### config.mk
export PLATFORM = sky130hd
export DESIGN_NAME = aieh_error_handler
export DESIGN_NICKNAME = d
export VERILOG_FILES = /design/src/aieh_pkg.sv /design/src/aieh_error_handler.sv
export SDC_FILE = /design/constraint.sdc
export NUM_CORES = 1
export LEC_CHECK = 0
export ABC_AREA = 1
export BUFFER_PORTS_ARGS = -buffer_cell sky130_fd_sc_hd__buf_4
export CORE_MARGIN = 2
export CORE_UTILIZATION = 49
export DETAILED_ROUTE_END_ITERATION = 16
export HOLD_SLACK_MARGIN = 0.12
export PLACE_DENSITY = 0.8
export SLEW_MARGIN = 20
export SYNTH_ARGS = -nofsm -noshare
export SYNTH_HDL_FRONTEND = slang
export SYNTH_SLANG_ARGS = --single-unit
### constraint.sdc
create_clock -name mclk_in -period 1.5 [get_ports mclk_in]
set_clock_uncertainty 0.05 [all_clocks]
set_input_delay 0.3 -clock mclk_in [delete_from_list [all_inputs] [get_ports mclk_in]]
set_output_delay 0.3 -clock mclk_in [all_outputs]
set_load 0.02 [all_outputs]
### src/aieh_pkg.sv
/*
  Constants, field positions and carrier types for the adapter internal-link error handler.
  Assumes both adapter halves and the internal link share one clock and one reset.
*/
package aieh_pkg;

  // ==========================================================
  // Widths
  localparam int ADDR_W   = 30;
  localparam int STAT_W   = 8;
  localparam int VECTOR_W = 32;

  // ==========================================================
  // Bus-side error status bit positions
  localparam int BS_PARITY_BIT    = 0;
  localparam int BS_NULLIFIED_BIT = 1;
  localparam int BS_ILLEGAL_BIT   = 3;
  localparam int BS_MASTER_BIT    = 4;
  localparam int BS_CA_FETCH_BIT  = 6;

  // ==========================================================
  // System-side error status bit positions
  localparam int SS_DMA_B_CA_PAR_BIT = 1;
  localparam int SS_DMA_A_CA_PAR_BIT = 3;
  localparam int SS_IO_WR_FAIL_BIT   = 6;
  localparam int SS_INTERNAL_BIT     = 7;

  // ==========================================================
  // Reset values
  localparam logic [STAT_W-1:0]   STAT_RESET   = 8'h00;
  localparam logic [ADDR_W-1:0]   ADDR_RESET   = 30'h00000000;
  localparam logic [VECTOR_W-1:0] VECTOR_RESET = 32'h00000000;

  // ==========================================================
  // Carriers
  typedef struct packed {
    logic              valid;      // One-cycle strobe of an I/O C/A or ident cycle
    logic              io_read;    // I/O read flag
    logic              ident;      // Vector-identify cycle
    logic              parity_err; // Link parity error on this cycle
    logic              illegal;    // Reserved or illegal command decoded
    logic [ADDR_W-1:0] addr;       // Command address
  } aieh_io_cycle_t;

  typedef struct packed {
    logic              valid;      // One-cycle strobe of a DMA C/A cycle
    logic              cmd_bad;    // Command field undecodable
    logic              parity_err; // Link parity error on this cycle
    logic              nullify;    // Bus-side module nullifies it
    logic              channel_b;  // 1: channel B, 0: channel A
    logic [ADDR_W-1:0] addr;       // Expansion-bus address
  } aieh_dma_cycle_t;

  typedef struct packed {
    logic [STAT_W-1:0]   bus_status;
    logic [STAT_W-1:0]   sys_status;
    logic [ADDR_W-1:0]   io_log;
    logic [ADDR_W-1:0]   dma_log;
    logic                hand_valid;
    logic                hand_read;
    logic                hand_ident;
    logic                hand_ca_par;
    logic                hand_illegal;
    logic [ADDR_W-1:0]   hand_addr;
    logic                abort;
    logic                read_error_response;
    logic                vec_ret;
    logic [VECTOR_W-1:0] vec_data;
    logic                implied_vector_interrupt;
    logic                interrupt_message;
  } aieh_state_t;

endpackage : aieh_pkg

### src/aieh_error_handler.sv
/*
  Error handling for internal-link C/A, vector-identify and DMA C/A cycles, covering
  the bus-side module and the system-side module of the adapter in one block.
  Assumes cycle strobes come from logic on mclk_in and each valid lasts one cycle.
*/
`timescale 1ns/100ps

module aieh_error_handler (
  input  wire logic                            mclk_in,                        // 100 MHz clock
  input  wire logic                            rst_n_in,                       // Async reset, low
  input  wire aieh_pkg::aieh_io_cycle_t        io_cycle_in,                    // I/O C/A or ident cycle
  input  wire aieh_pkg::aieh_dma_cycle_t       dma_cycle_in,                   // DMA C/A cycle
  input  wire logic [aieh_pkg::VECTOR_W-1:0]   return_vector_value_in,         // Stored vector
  input  wire logic                            return_vector_disable_in,       // Control bit
  input  wire logic                            implied_vector_interrupt_enable_in,               // Mask bit
  input  wire logic                            bus_interrupt_message_enable_in,             // Bus-side enable
  input  wire logic [aieh_pkg::STAT_W-1:0]     bus_status_clear_in,            // Clear strobes
  input  wire logic [aieh_pkg::STAT_W-1:0]     sys_status_clear_in,            // Clear strobes
  output logic [aieh_pkg::STAT_W-1:0]          bus_side_error_status_out,      // Sticky bits
  output logic [aieh_pkg::STAT_W-1:0]          system_side_error_status_out,   // Sticky bits
  output logic [aieh_pkg::ADDR_W-1:0]          io_error_address_log_out,       // I/O address log
  output logic [aieh_pkg::ADDR_W-1:0]          dma_error_address_log_out,      // DMA address log
  output logic                                 abort_out,                      // Abort pulse
  output logic                                 read_error_response_out,        // Read-error pulse
  output logic                                 vector_return_out,              // Vector pulse
  output logic [aieh_pkg::VECTOR_W-1:0]        vector_data_out,                // Returned vector
  output logic                                 implied_vector_interrupt_out,   // Pulse
  output logic                                 interrupt_message_out           // Pulse
);
  import aieh_pkg::*;

  // ==========================================================
  // Sticky update: a set in the same cycle as a clear wins
  function automatic logic [STAT_W-1:0] sticky(input logic [STAT_W-1:0] cur,
                                               input logic [STAT_W-1:0] clr,
                                               input logic [STAT_W-1:0] set);
    sticky = (cur & ~clr) | set;
  endfunction : sticky

  function automatic logic [STAT_W-1:0] bit_at(input int pos);
    bit_at = STAT_W'(1) << pos;
  endfunction : bit_at

  aieh_state_t s_q;
  aieh_state_t s_d;

  logic [STAT_W-1:0] bus_set;
  logic [STAT_W-1:0] sys_set;
  logic              io_par_fail;
  logic              io_ill_fail;
  logic              dma_live;

  // ==========================================================
  // Next state
  always_comb begin
    s_d          = s_q;
    bus_set      = STAT_RESET;
    sys_set      = STAT_RESET;
    s_d.abort    = 1'b0;
    s_d.read_error_response      = 1'b0;
    s_d.vec_ret  = 1'b0;
    s_d.implied_vector_interrupt   = 1'b0;
    s_d.interrupt_message     = 1'b0;

    // Bus-side: parity only acts on read C/A and ident cycles
    io_par_fail = io_cycle_in.valid && io_cycle_in.parity_err &&
                  (io_cycle_in.io_read || io_cycle_in.ident);
    // Sticky parity bit blocks illegal-command handling
    io_ill_fail = io_cycle_in.valid && io_cycle_in.illegal && !io_cycle_in.parity_err &&
                  !s_q.bus_status[BS_PARITY_BIT];

    if (io_par_fail) begin
      bus_set = bus_set | bit_at(BS_PARITY_BIT) | bit_at(BS_CA_FETCH_BIT) |
                bit_at(BS_MASTER_BIT);
    end
    if (io_ill_fail) begin
      bus_set = bus_set | bit_at(BS_ILLEGAL_BIT);
    end
    s_d.abort        = io_par_fail || io_ill_fail;
    s_d.hand_valid   = io_par_fail || io_ill_fail;
    s_d.hand_read    = io_cycle_in.io_read;
    s_d.hand_ident   = io_cycle_in.ident;
    s_d.hand_ca_par  = io_par_fail;
    s_d.hand_illegal = io_ill_fail;
    s_d.hand_addr    = io_cycle_in.addr;

    // System-side: answer the failure handed over last cycle
    if (s_q.hand_valid) begin
      if (s_q.hand_ident && s_q.hand_ca_par) begin
        if (!return_vector_disable_in) begin
          s_d.vec_ret  = 1'b1;
          s_d.vec_data = return_vector_value_in;
        end else begin
          s_d.read_error_response = 1'b1;
        end
      end else if (s_q.hand_ca_par) begin
        s_d.read_error_response = 1'b1;
      end else if (s_q.hand_illegal && s_q.hand_read) begin
        s_d.read_error_response = 1'b1;
      end else if (s_q.hand_illegal) begin
        sys_set      = sys_set | bit_at(SS_IO_WR_FAIL_BIT);
        s_d.io_log   = s_q.hand_addr;
        s_d.implied_vector_interrupt   = implied_vector_interrupt_enable_in;
      end
    end

    // DMA C/A checked at the system side unless nullified
    dma_live = dma_cycle_in.valid && dma_cycle_in.cmd_bad;
    if (dma_live && dma_cycle_in.nullify) begin
      bus_set  = bus_set | bit_at(BS_NULLIFIED_BIT) |
                 (dma_cycle_in.parity_err ? bit_at(BS_PARITY_BIT) : STAT_RESET);
      s_d.interrupt_message = bus_interrupt_message_enable_in;
    end else if (dma_live && !dma_cycle_in.parity_err) begin
      sys_set     = sys_set | bit_at(SS_INTERNAL_BIT);
      s_d.dma_log = dma_cycle_in.addr;
      s_d.implied_vector_interrupt  = implied_vector_interrupt_enable_in;
    end else if (dma_live) begin
      sys_set     = sys_set | (dma_cycle_in.channel_b ? bit_at(SS_DMA_B_CA_PAR_BIT)
                                                      : bit_at(SS_DMA_A_CA_PAR_BIT));
      s_d.dma_log = dma_cycle_in.addr;
      s_d.implied_vector_interrupt  = implied_vector_interrupt_enable_in;
    end

    s_d.bus_status = sticky(s_q.bus_status, bus_status_clear_in, bus_set);
    s_d.sys_status = sticky(s_q.sys_status, sys_status_clear_in, sys_set);
  end

  // ==========================================================
  // State register
  always_ff @(posedge mclk_in or negedge rst_n_in) begin
    if (!rst_n_in) begin
      s_q              <= '0;
      s_q.bus_status   <= STAT_RESET;
      s_q.sys_status   <= STAT_RESET;
      s_q.io_log       <= ADDR_RESET;
      s_q.dma_log      <= ADDR_RESET;
      s_q.vec_data     <= VECTOR_RESET;
    end else begin
      s_q <= s_d;
    end
  end

  // ==========================================================
  // Outputs
  assign bus_side_error_status_out    = s_q.bus_status;
  assign system_side_error_status_out = s_q.sys_status;
  assign io_error_address_log_out     = s_q.io_log;
  assign dma_error_address_log_out    = s_q.dma_log;
  assign abort_out                    = s_q.abort;
  assign read_error_response_out      = s_q.read_error_response;
  assign vector_return_out            = s_q.vec_ret;
  assign vector_data_out              = s_q.vec_data;
  assign implied_vector_interrupt_out = s_q.implied_vector_interrupt;
  assign interrupt_message_out        = s_q.interrupt_message;

endmodule : aieh_error_handler

==> results of run 1 <==
-- placed cells by master, fill, tap and decap left out --
master	netlist	routed
nand2_4	1	1
bufinv_16	0	4
clkinvlp_4	0	1
buf_12	0	5
nor2_1	12	12
clkbuf_16	0	17
clkinv_2	0	2
or2_2	1	1
inv_2	1	1
buf_6	3	1
nand3_1	68	68
nand4_1	1	1
clkbuf_8	0	5
buf_4	111	243
nand2_1	229	229
clkinv_4	0	1
a21oi_1	1	1
o21ai_0	6	6
inv_1	28	28
clkbuf_1	2	2
dlygate4sd3_1	0	118
nor2_4	2	2
dfrtp_1	147	147
nor2_2	1	1
-- state kept, by name (all words and copies together), names as in the netlist, 8 cells and up --
name,flops
dma_error_address_log_out,30
s_q,34
io_error_address_log_out,30
vector_data_out,32
bus_side_error_status_out,8
system_side_error_status_out,8
-- worst reg2reg max path, delay by kind of cell, from the launching register on --
family / cells / cell delay, ns
AOI/OAI and AO/OA: 1 / 0.08
DFF: 1 / 0.37
and+or+nand+nor: 1 / 0.07
buffers and inverters: 1 / 0.58
-- metrics by stage --
stage          total power, W  area (µm²)  worst slack, ns   util  instances
3_5_place_dp          0.00707        7270            0.257  0.602        915
4_1_cts                0.0119        9090            0.104  0.754       1065
3_3_place_gp          0.00699        7270            0.307  0.602        915
2_1_floorplan         0.00643        6070            0.321      -        630
5_1_grt                0.0123        9090           0.0226  0.754       1065
6_report               0.0119        9090           0.0111  0.754       1065
-- per-layer routing --
layer  share of wire  routed length (µm)  vias to the layer above
met1            0.37                6330                     2474
met5               0                   0                        -
met4           0.033                 563                        0
met3           0.084                1430                       54
li1                -                   -                     2346
met2            0.51                8750                      292
-- worst min-delay path by stage --
stage	endpoint	slack (ns)
6_report	bus_side_error_status_out[0]$_DFF_PN0_	0.15
5_1_grt	system_side_error_status_out[3]$_DFF_PN0_	0.16
4_1_cts	bus_side_error_status_out[1]$_DFF_PN0_	0.12
3_5_place_dp	vector_data_out[7]$_DFFE_PN0P_	0.20
3_3_place_gp	vector_data_out[7]$_DFFE_PN0P_	0.19
2_1_floorplan	abort_out$_DFF_PN0_	-0.05
-- cells by family after synthesis --
group                  synth area share
buffers and inverters             0.175
AND/OR/NAND/NOR                   0.214
AO/OA/AOI/OAI                   0.00577
flip-flops                        0.606
-- power breakdown --
part | leakage [nW] | switching [W] | total, W | internal (W)
logic | 2.76 | 0.00134 | 0.00253 | 0.00118
clock network | 0.316 | 0.00154 | 0.00455 | 0.00300
registers | 1.88 | 0.000324 | 0.00480 | 0.00447
-- layout make-up --
| type | count | share of cell area |
|---|---|---|
| clock inverters | 8 | 0.0161 |
| inverters | 29 | 0.0120 |
| flip-flops and latches | 147 | 0.404 |
| repair buffers | 367 | 0.343 |
| clock buffers | 24 | 0.0552 |
| multi-input cells | 322 | 0.147 |
| well taps | 168 | 0.0231 |
-- timing repair --
item | 4_1_cts | 5_1_grt
buffers inserted | 0 | 0
hold buffers | 118 | 0
endpoints found under the setup margin | 0 | 0
hold endpoints to repair | 222 | 0
==> metrics.yaml, run 1 <==
setup_path:
  cpMaxStageDelayCell: "dlygate4sd3_1"
  ff2ff_setup_slack_ns: 0.22
  crit_cells: 4
  startpoint: "dma_cycle_in[32]"
  crit_end: "system_side_error_status_out[7]$_DFF_PN0_"
  worst_ep_arrival_time_ns: 1.78
  cp_max_fo: 4
  worstPathCellList: "dlygate4sd3_1 -> buf_4 -> o21ai_0 -> dlygate4sd3_1"
  cpPeakStageDelay_ns: 0.60
  crit_type: "input pin to flop"
  critPathBufInv: 3
  critPathLaunchType: "input pin"
  required_ns: 1.79
  r2r_end: "system_side_error_status_out[7]$_DFF_PN0_"
  endpoint_kind: "flop"
  cp_top_family: "buffers and inverters"
  crit_path_frequent_cell: "dlygate4sd3_1"
  r2r_start: "system_side_error_status_out[7]$_DFF_PN0_"
  ff2ff_path_depth: 3
hold_path:
  whs_path_depth: 3
  hp-class: "input pin to flop"
  hp-start: "dma_cycle_in[34]"
clock_tree:
  clk_pin_slew_worst_paths_ns: 0.06
  htree_levels: 4
  cts_tree: "yes"
  clkSinkCount: 147
  insertion_delay_ns: 0.41
  cts.repair.resized: 0
  clock-root-buffer: "clkbuf_16"
  cts_buffers: 17
  cts_buffer_depth: 2
synthesis:
  synth_nets: 753
  netlist.area_leader.share: 0.606
  yosysMostFrequentCell: "nand2_1"
  seq_area_frac_synth: 0.606
  ys_seq_elements: 147
  ys.flop_type: "dfrtp_1"
  synth_area_leaders: "dfrtp_1, nand2_1, buf_4"
  synth-async-reset-ratio: 1.00
  synth_area_mm2: 0.00607
  syn_inst: 630
  ys.warnings.count: 0
  yosysTopAreaCell: "dfrtp_1"
  synth-edff-count: 0
  avgSynthCellArea_um2: 9.64
  synth_cell_types: 17
  synthTopCellsByCount: "nand2_1, dfrtp_1, buf_4"
timing:
  min_period_ns: 1.49
  rsz0062_at_grt: "false"
  setup-tns-final_ns: 0
  hold_viol: 0
  relSlewSlack: 0.726
  finalMaxSlewViolations: 0
  finalCritPeriodShare: 0.993
  worst_pin_slew_ns: 0.411
  setup_viol: 0
  timing.fmax_mhz: 672
  hold_ws_ns: 0.150
floorplanning:
  io_pins: 236
  row_count: 40
  fp.dieArea_mm2: 0.0133
  die_w_um: 115
  core-area_mm2: 0.0121
  start_util: 0.504
  die_y_um: 115
finish:
  insertedDiodeCount: 0
  seqCellArea_mm2: 0.00368
  area_delta_synth_final_pct: 49.7
  multiInputGateArea_mm2: 0.00133
  fillers: 712
  layout-drive-gt1-share: 0.318
  fin_nets: 1007
grt:
  grt_pass1_vias: 5432
  antenna_found_initial: 0
  grt.overflow.total: 0
  met1_usage: 0.302
  grt_max_degree: 42
  use_met3: 0.0754
  grt_pass1_wl_mm: 26.7
  track_usage: 0.264
  busiest_layer: "met2"
  grt_util_met2: 0.453
placement:
  gp_congestion: 0.859
  hpwl_mm: 9.89
  io_buffers: 235
power_and_ir_drop:
  ir_drop_v: 0.000753
  p_leak_nw: 4.95
  power_density_mw_per_mm2: 1310
drt:
  ant_nets: 0
  viasPerCell: 4.85
  firstDrtPassIters: 6
  drt_iter0_drc: 430
  drt_wl_total_mm: 17.1
  wl_per_cell_um: 16.0
  vias: 5166
  drc: 0
run:
  cap_violations: 0
outcome:
  status: "completed"
Note: power is estimated with default switching activity, not from simulation.
==> run 2: changes to the inputs <==
==> constraint.sdc (replaced) <==
create_clock -name mclk_in -period 1.67 [get_ports mclk_in]
set_clock_uncertainty 0.05 [all_clocks]
set_input_delay 0.334 -clock mclk_in [delete_from_list [all_inputs] [get_ports mclk_in]]
set_output_delay 0.334 -clock mclk_in [all_outputs]
set_load 0.02 [all_outputs]
==> metrics.yaml, run 2 (synthesized netlist as in run 1, its figures left out) <==
run:
  cap_violations: 0
hold_path:
  hp-start: "return_vector_value_in[22]"
  hp-class: "input pin to flop"
  whs_path_depth: 3
  whs_endpoint: "vector_data_out[22]$_DFFE_PN0P_"
finish:
  layout-drive-gt1-share: 0.321
  final_area_mm2: 0.00897
  regMostFlops: "s_q"
  insertedDiodeCount: 0
  fin_nets: 998
  area_delta_synth_final_pct: 47.6
  mostFrequentLayoutCells: "buf_4, nand2_1, dfrtp_1"
  final_common_cell: "buf_4"
  fillers: 737
  largest_reg_flops: 34
  layout.cells.non_filler: 1055
timing:
  finalCritPeriodShare: 0.884
  relSlewSlack: 0.727
  timing.fmax_mhz: 677
  worst_pin_slew_ns: 0.409
  setup-tns-final_ns: 0
  setup_viol: 0
  min_period_ns: 1.48
  finalMaxSlewViolations: 0
  rsz0062_at_grt: "false"
  hold_viol: 0
power_and_ir_drop:
  ir_drop_v: 0.000735
  pwr-share-comb: 0.213
  pwr-share-clk: 0.381
  p_int_w: 0.00772
  p_seq_frac: 0.406
  power_density_mw_per_mm2: 1180
  switching_power_w: 0.00288
  p_sw_frac: 0.272
  p_leak_nw: 4.89
floorplanning:
  fp.dieArea_mm2: 0.0133
  die_w_um: 115
  io_pins: 236
  row_count: 40
  core-area_mm2: 0.0121
  start_util: 0.504
  die_y_um: 115
clock_tree:
  htree_levels: 4
  insertion_delay_ns: 0.41
  cts_buffer_depth: 2
  cts_setup_buffers: 0
  cts_tree: "yes"
  clkSinkCount: 147
  cts.repair.resized: 0
  cts_buffers: 17
  clk_pin_slew_worst_paths_ns: 0.05
  clock-root-buffer: "clkbuf_16"
grt:
  grt_pass1_vias: 5346
  track_usage: 0.258
  grt_max_degree: 42
  antenna_found_initial: 0
  grt_pass1_wl_mm: 26.2
  grt.overflow.total: 0
setup_path:
  ff2ff_path_depth: 5
  critPathBufInv: 3
  crit_type: "input pin to flop"
  cp_top_family: "buffers and inverters"
  cpMaxStageDelayCell: "dlygate4sd3_1"
  crit_path_frequent_cell: "dlygate4sd3_1"
  critPathLaunchType: "input pin"
  required_ns: 1.96
  cp_max_fo: 4
  worst_ep_arrival_time_ns: 1.77
  worstPathCellList: "dlygate4sd3_1 -> buf_4 -> o21ai_0 -> dlygate4sd3_1"
  r2r_start: "abort_out$_DFF_PN0_"
  r2r_end: "vector_data_out[5]$_DFFE_PN0P_"
  cpPeakStageDelay_ns: 0.58
  endpoint_kind: "flop"
  ff2ff_setup_slack_ns: 0.36
drt:
  ant_nets: 0
  vias: 5090
  drc: 0
  viasPerCell: 4.82
  firstDrtPassIters: 5
  drt_iter0_drc: 354
  wl_per_cell_um: 16.2
  drt_wl_total_mm: 17.1
outcome:
  status: "completed"
placement:
  hpwl_mm: 9.85
  dp_cells: 916
  gp_congestion: 0.890
  io_buffers: 235
  placed_area_mm2: 0.00725
-- run 2: changes by cell type in the layout (fill, tap and decap cells not counted) --
cell,delta
clkinvlp_4,+1
dlygate4sd3_1,-10
buf_12,-2
clkinv_2,-1
buf_4,+3
clkbuf_8,-1
-- run 2: metrics by stage --
stage	util	hold WS, ns	power (W)	setup slack [ns]
2_1_floorplan	-	-0.0116	0.00577	0.491
3_3_place_gp	0.601	0.226	0.00628	0.474
3_5_place_dp	0.601	0.229	0.00633	0.415
4_1_cts	0.743	0.126	0.0106	0.239
5_1_grt	0.743	0.145	0.0110	0.212
6_report	0.743	0.130	0.0106	0.194
-- run 2: timing repair --
item | in CTS | in global routing
hold buffers | 108 | 0
endpoints found under the setup margin | 0 | 0
hold endpoints to repair | 139 | 0
-- run 2: worst register-to-register path: stages (launching register included) --
cell and delay (ns):
dfrtp_1 0.37, inv_1 0.10, nor2_4 0.12, buf_4 0.33, nand3_1 0.18, nand2_1 0.11
-- run 2: cell type report --
| class | count | area, µm² | share of cell area |
|---|---|---|---|
| Clock buffer | 23 | 488 | 0.0544 |
| Clock inverter | 8 | 149 | 0.0166 |
| Inverter | 29 | 109 | 0.0121 |
| Multi-Input combinational cell | 322 | 1330 | 0.149 |
| Sequential cell | 147 | 3680 | 0.410 |
| Tap cell | 168 | 210 | 0.0234 |
| Timing Repair Buffer | 358 | 3000 | 0.334 |
-- run 2: power by group through the flow --
| stage | clock [W] | sequential, W | combinational [W] |
|---|---|---|---|
| after floorplan | 0 | 0.00425 | 0.00152 |
| after global placement | 0 | 0.00432 | 0.00196 |
| after detailed placement | 0 | 0.00433 | 0.00201 |
| after CTS | 0.00408 | 0.00428 | 0.00221 |
| after global routing | 0.00425 | 0.00435 | 0.00241 |
| final | 0.00403 | 0.00430 | 0.00226 |
-- run 2: worst max-delay path by stage --
stage,start,to,slack (ns),cells past startpoint
after CTS,dma_cycle_in[32],system_side_error_status_out[1]$_DFF_PN0_,0.24,5
after global placement,return_vector_disable_in,vector_data_out[29]$_DFFE_PN0P_,0.47,5
after detailed placement,return_vector_disable_in,vector_data_out[1]$_DFFE_PN0P_,0.41,5
after floorplan,abort_out$_DFF_PN0_,vector_data_out[10]$_DFFE_PN0P_,0.49,6
final,dma_cycle_in[32],system_side_error_status_out[7]$_DFF_PN0_,0.19,4
after global routing,dma_cycle_in[32],system_side_error_status_out[1]$_DFF_PN0_,0.21,5
-- run 2: routing by layer --
metal / GRT usage / up-vias / wire [µm]
li1: - / 2324 / -
met1: 0.301 / 2446 / 6510
met2: 0.444 / 280 / 8640
met3: 0.0764 / 40 / 1470
met4: 0.108 / 0 / 453
met5: 0 / - / 0
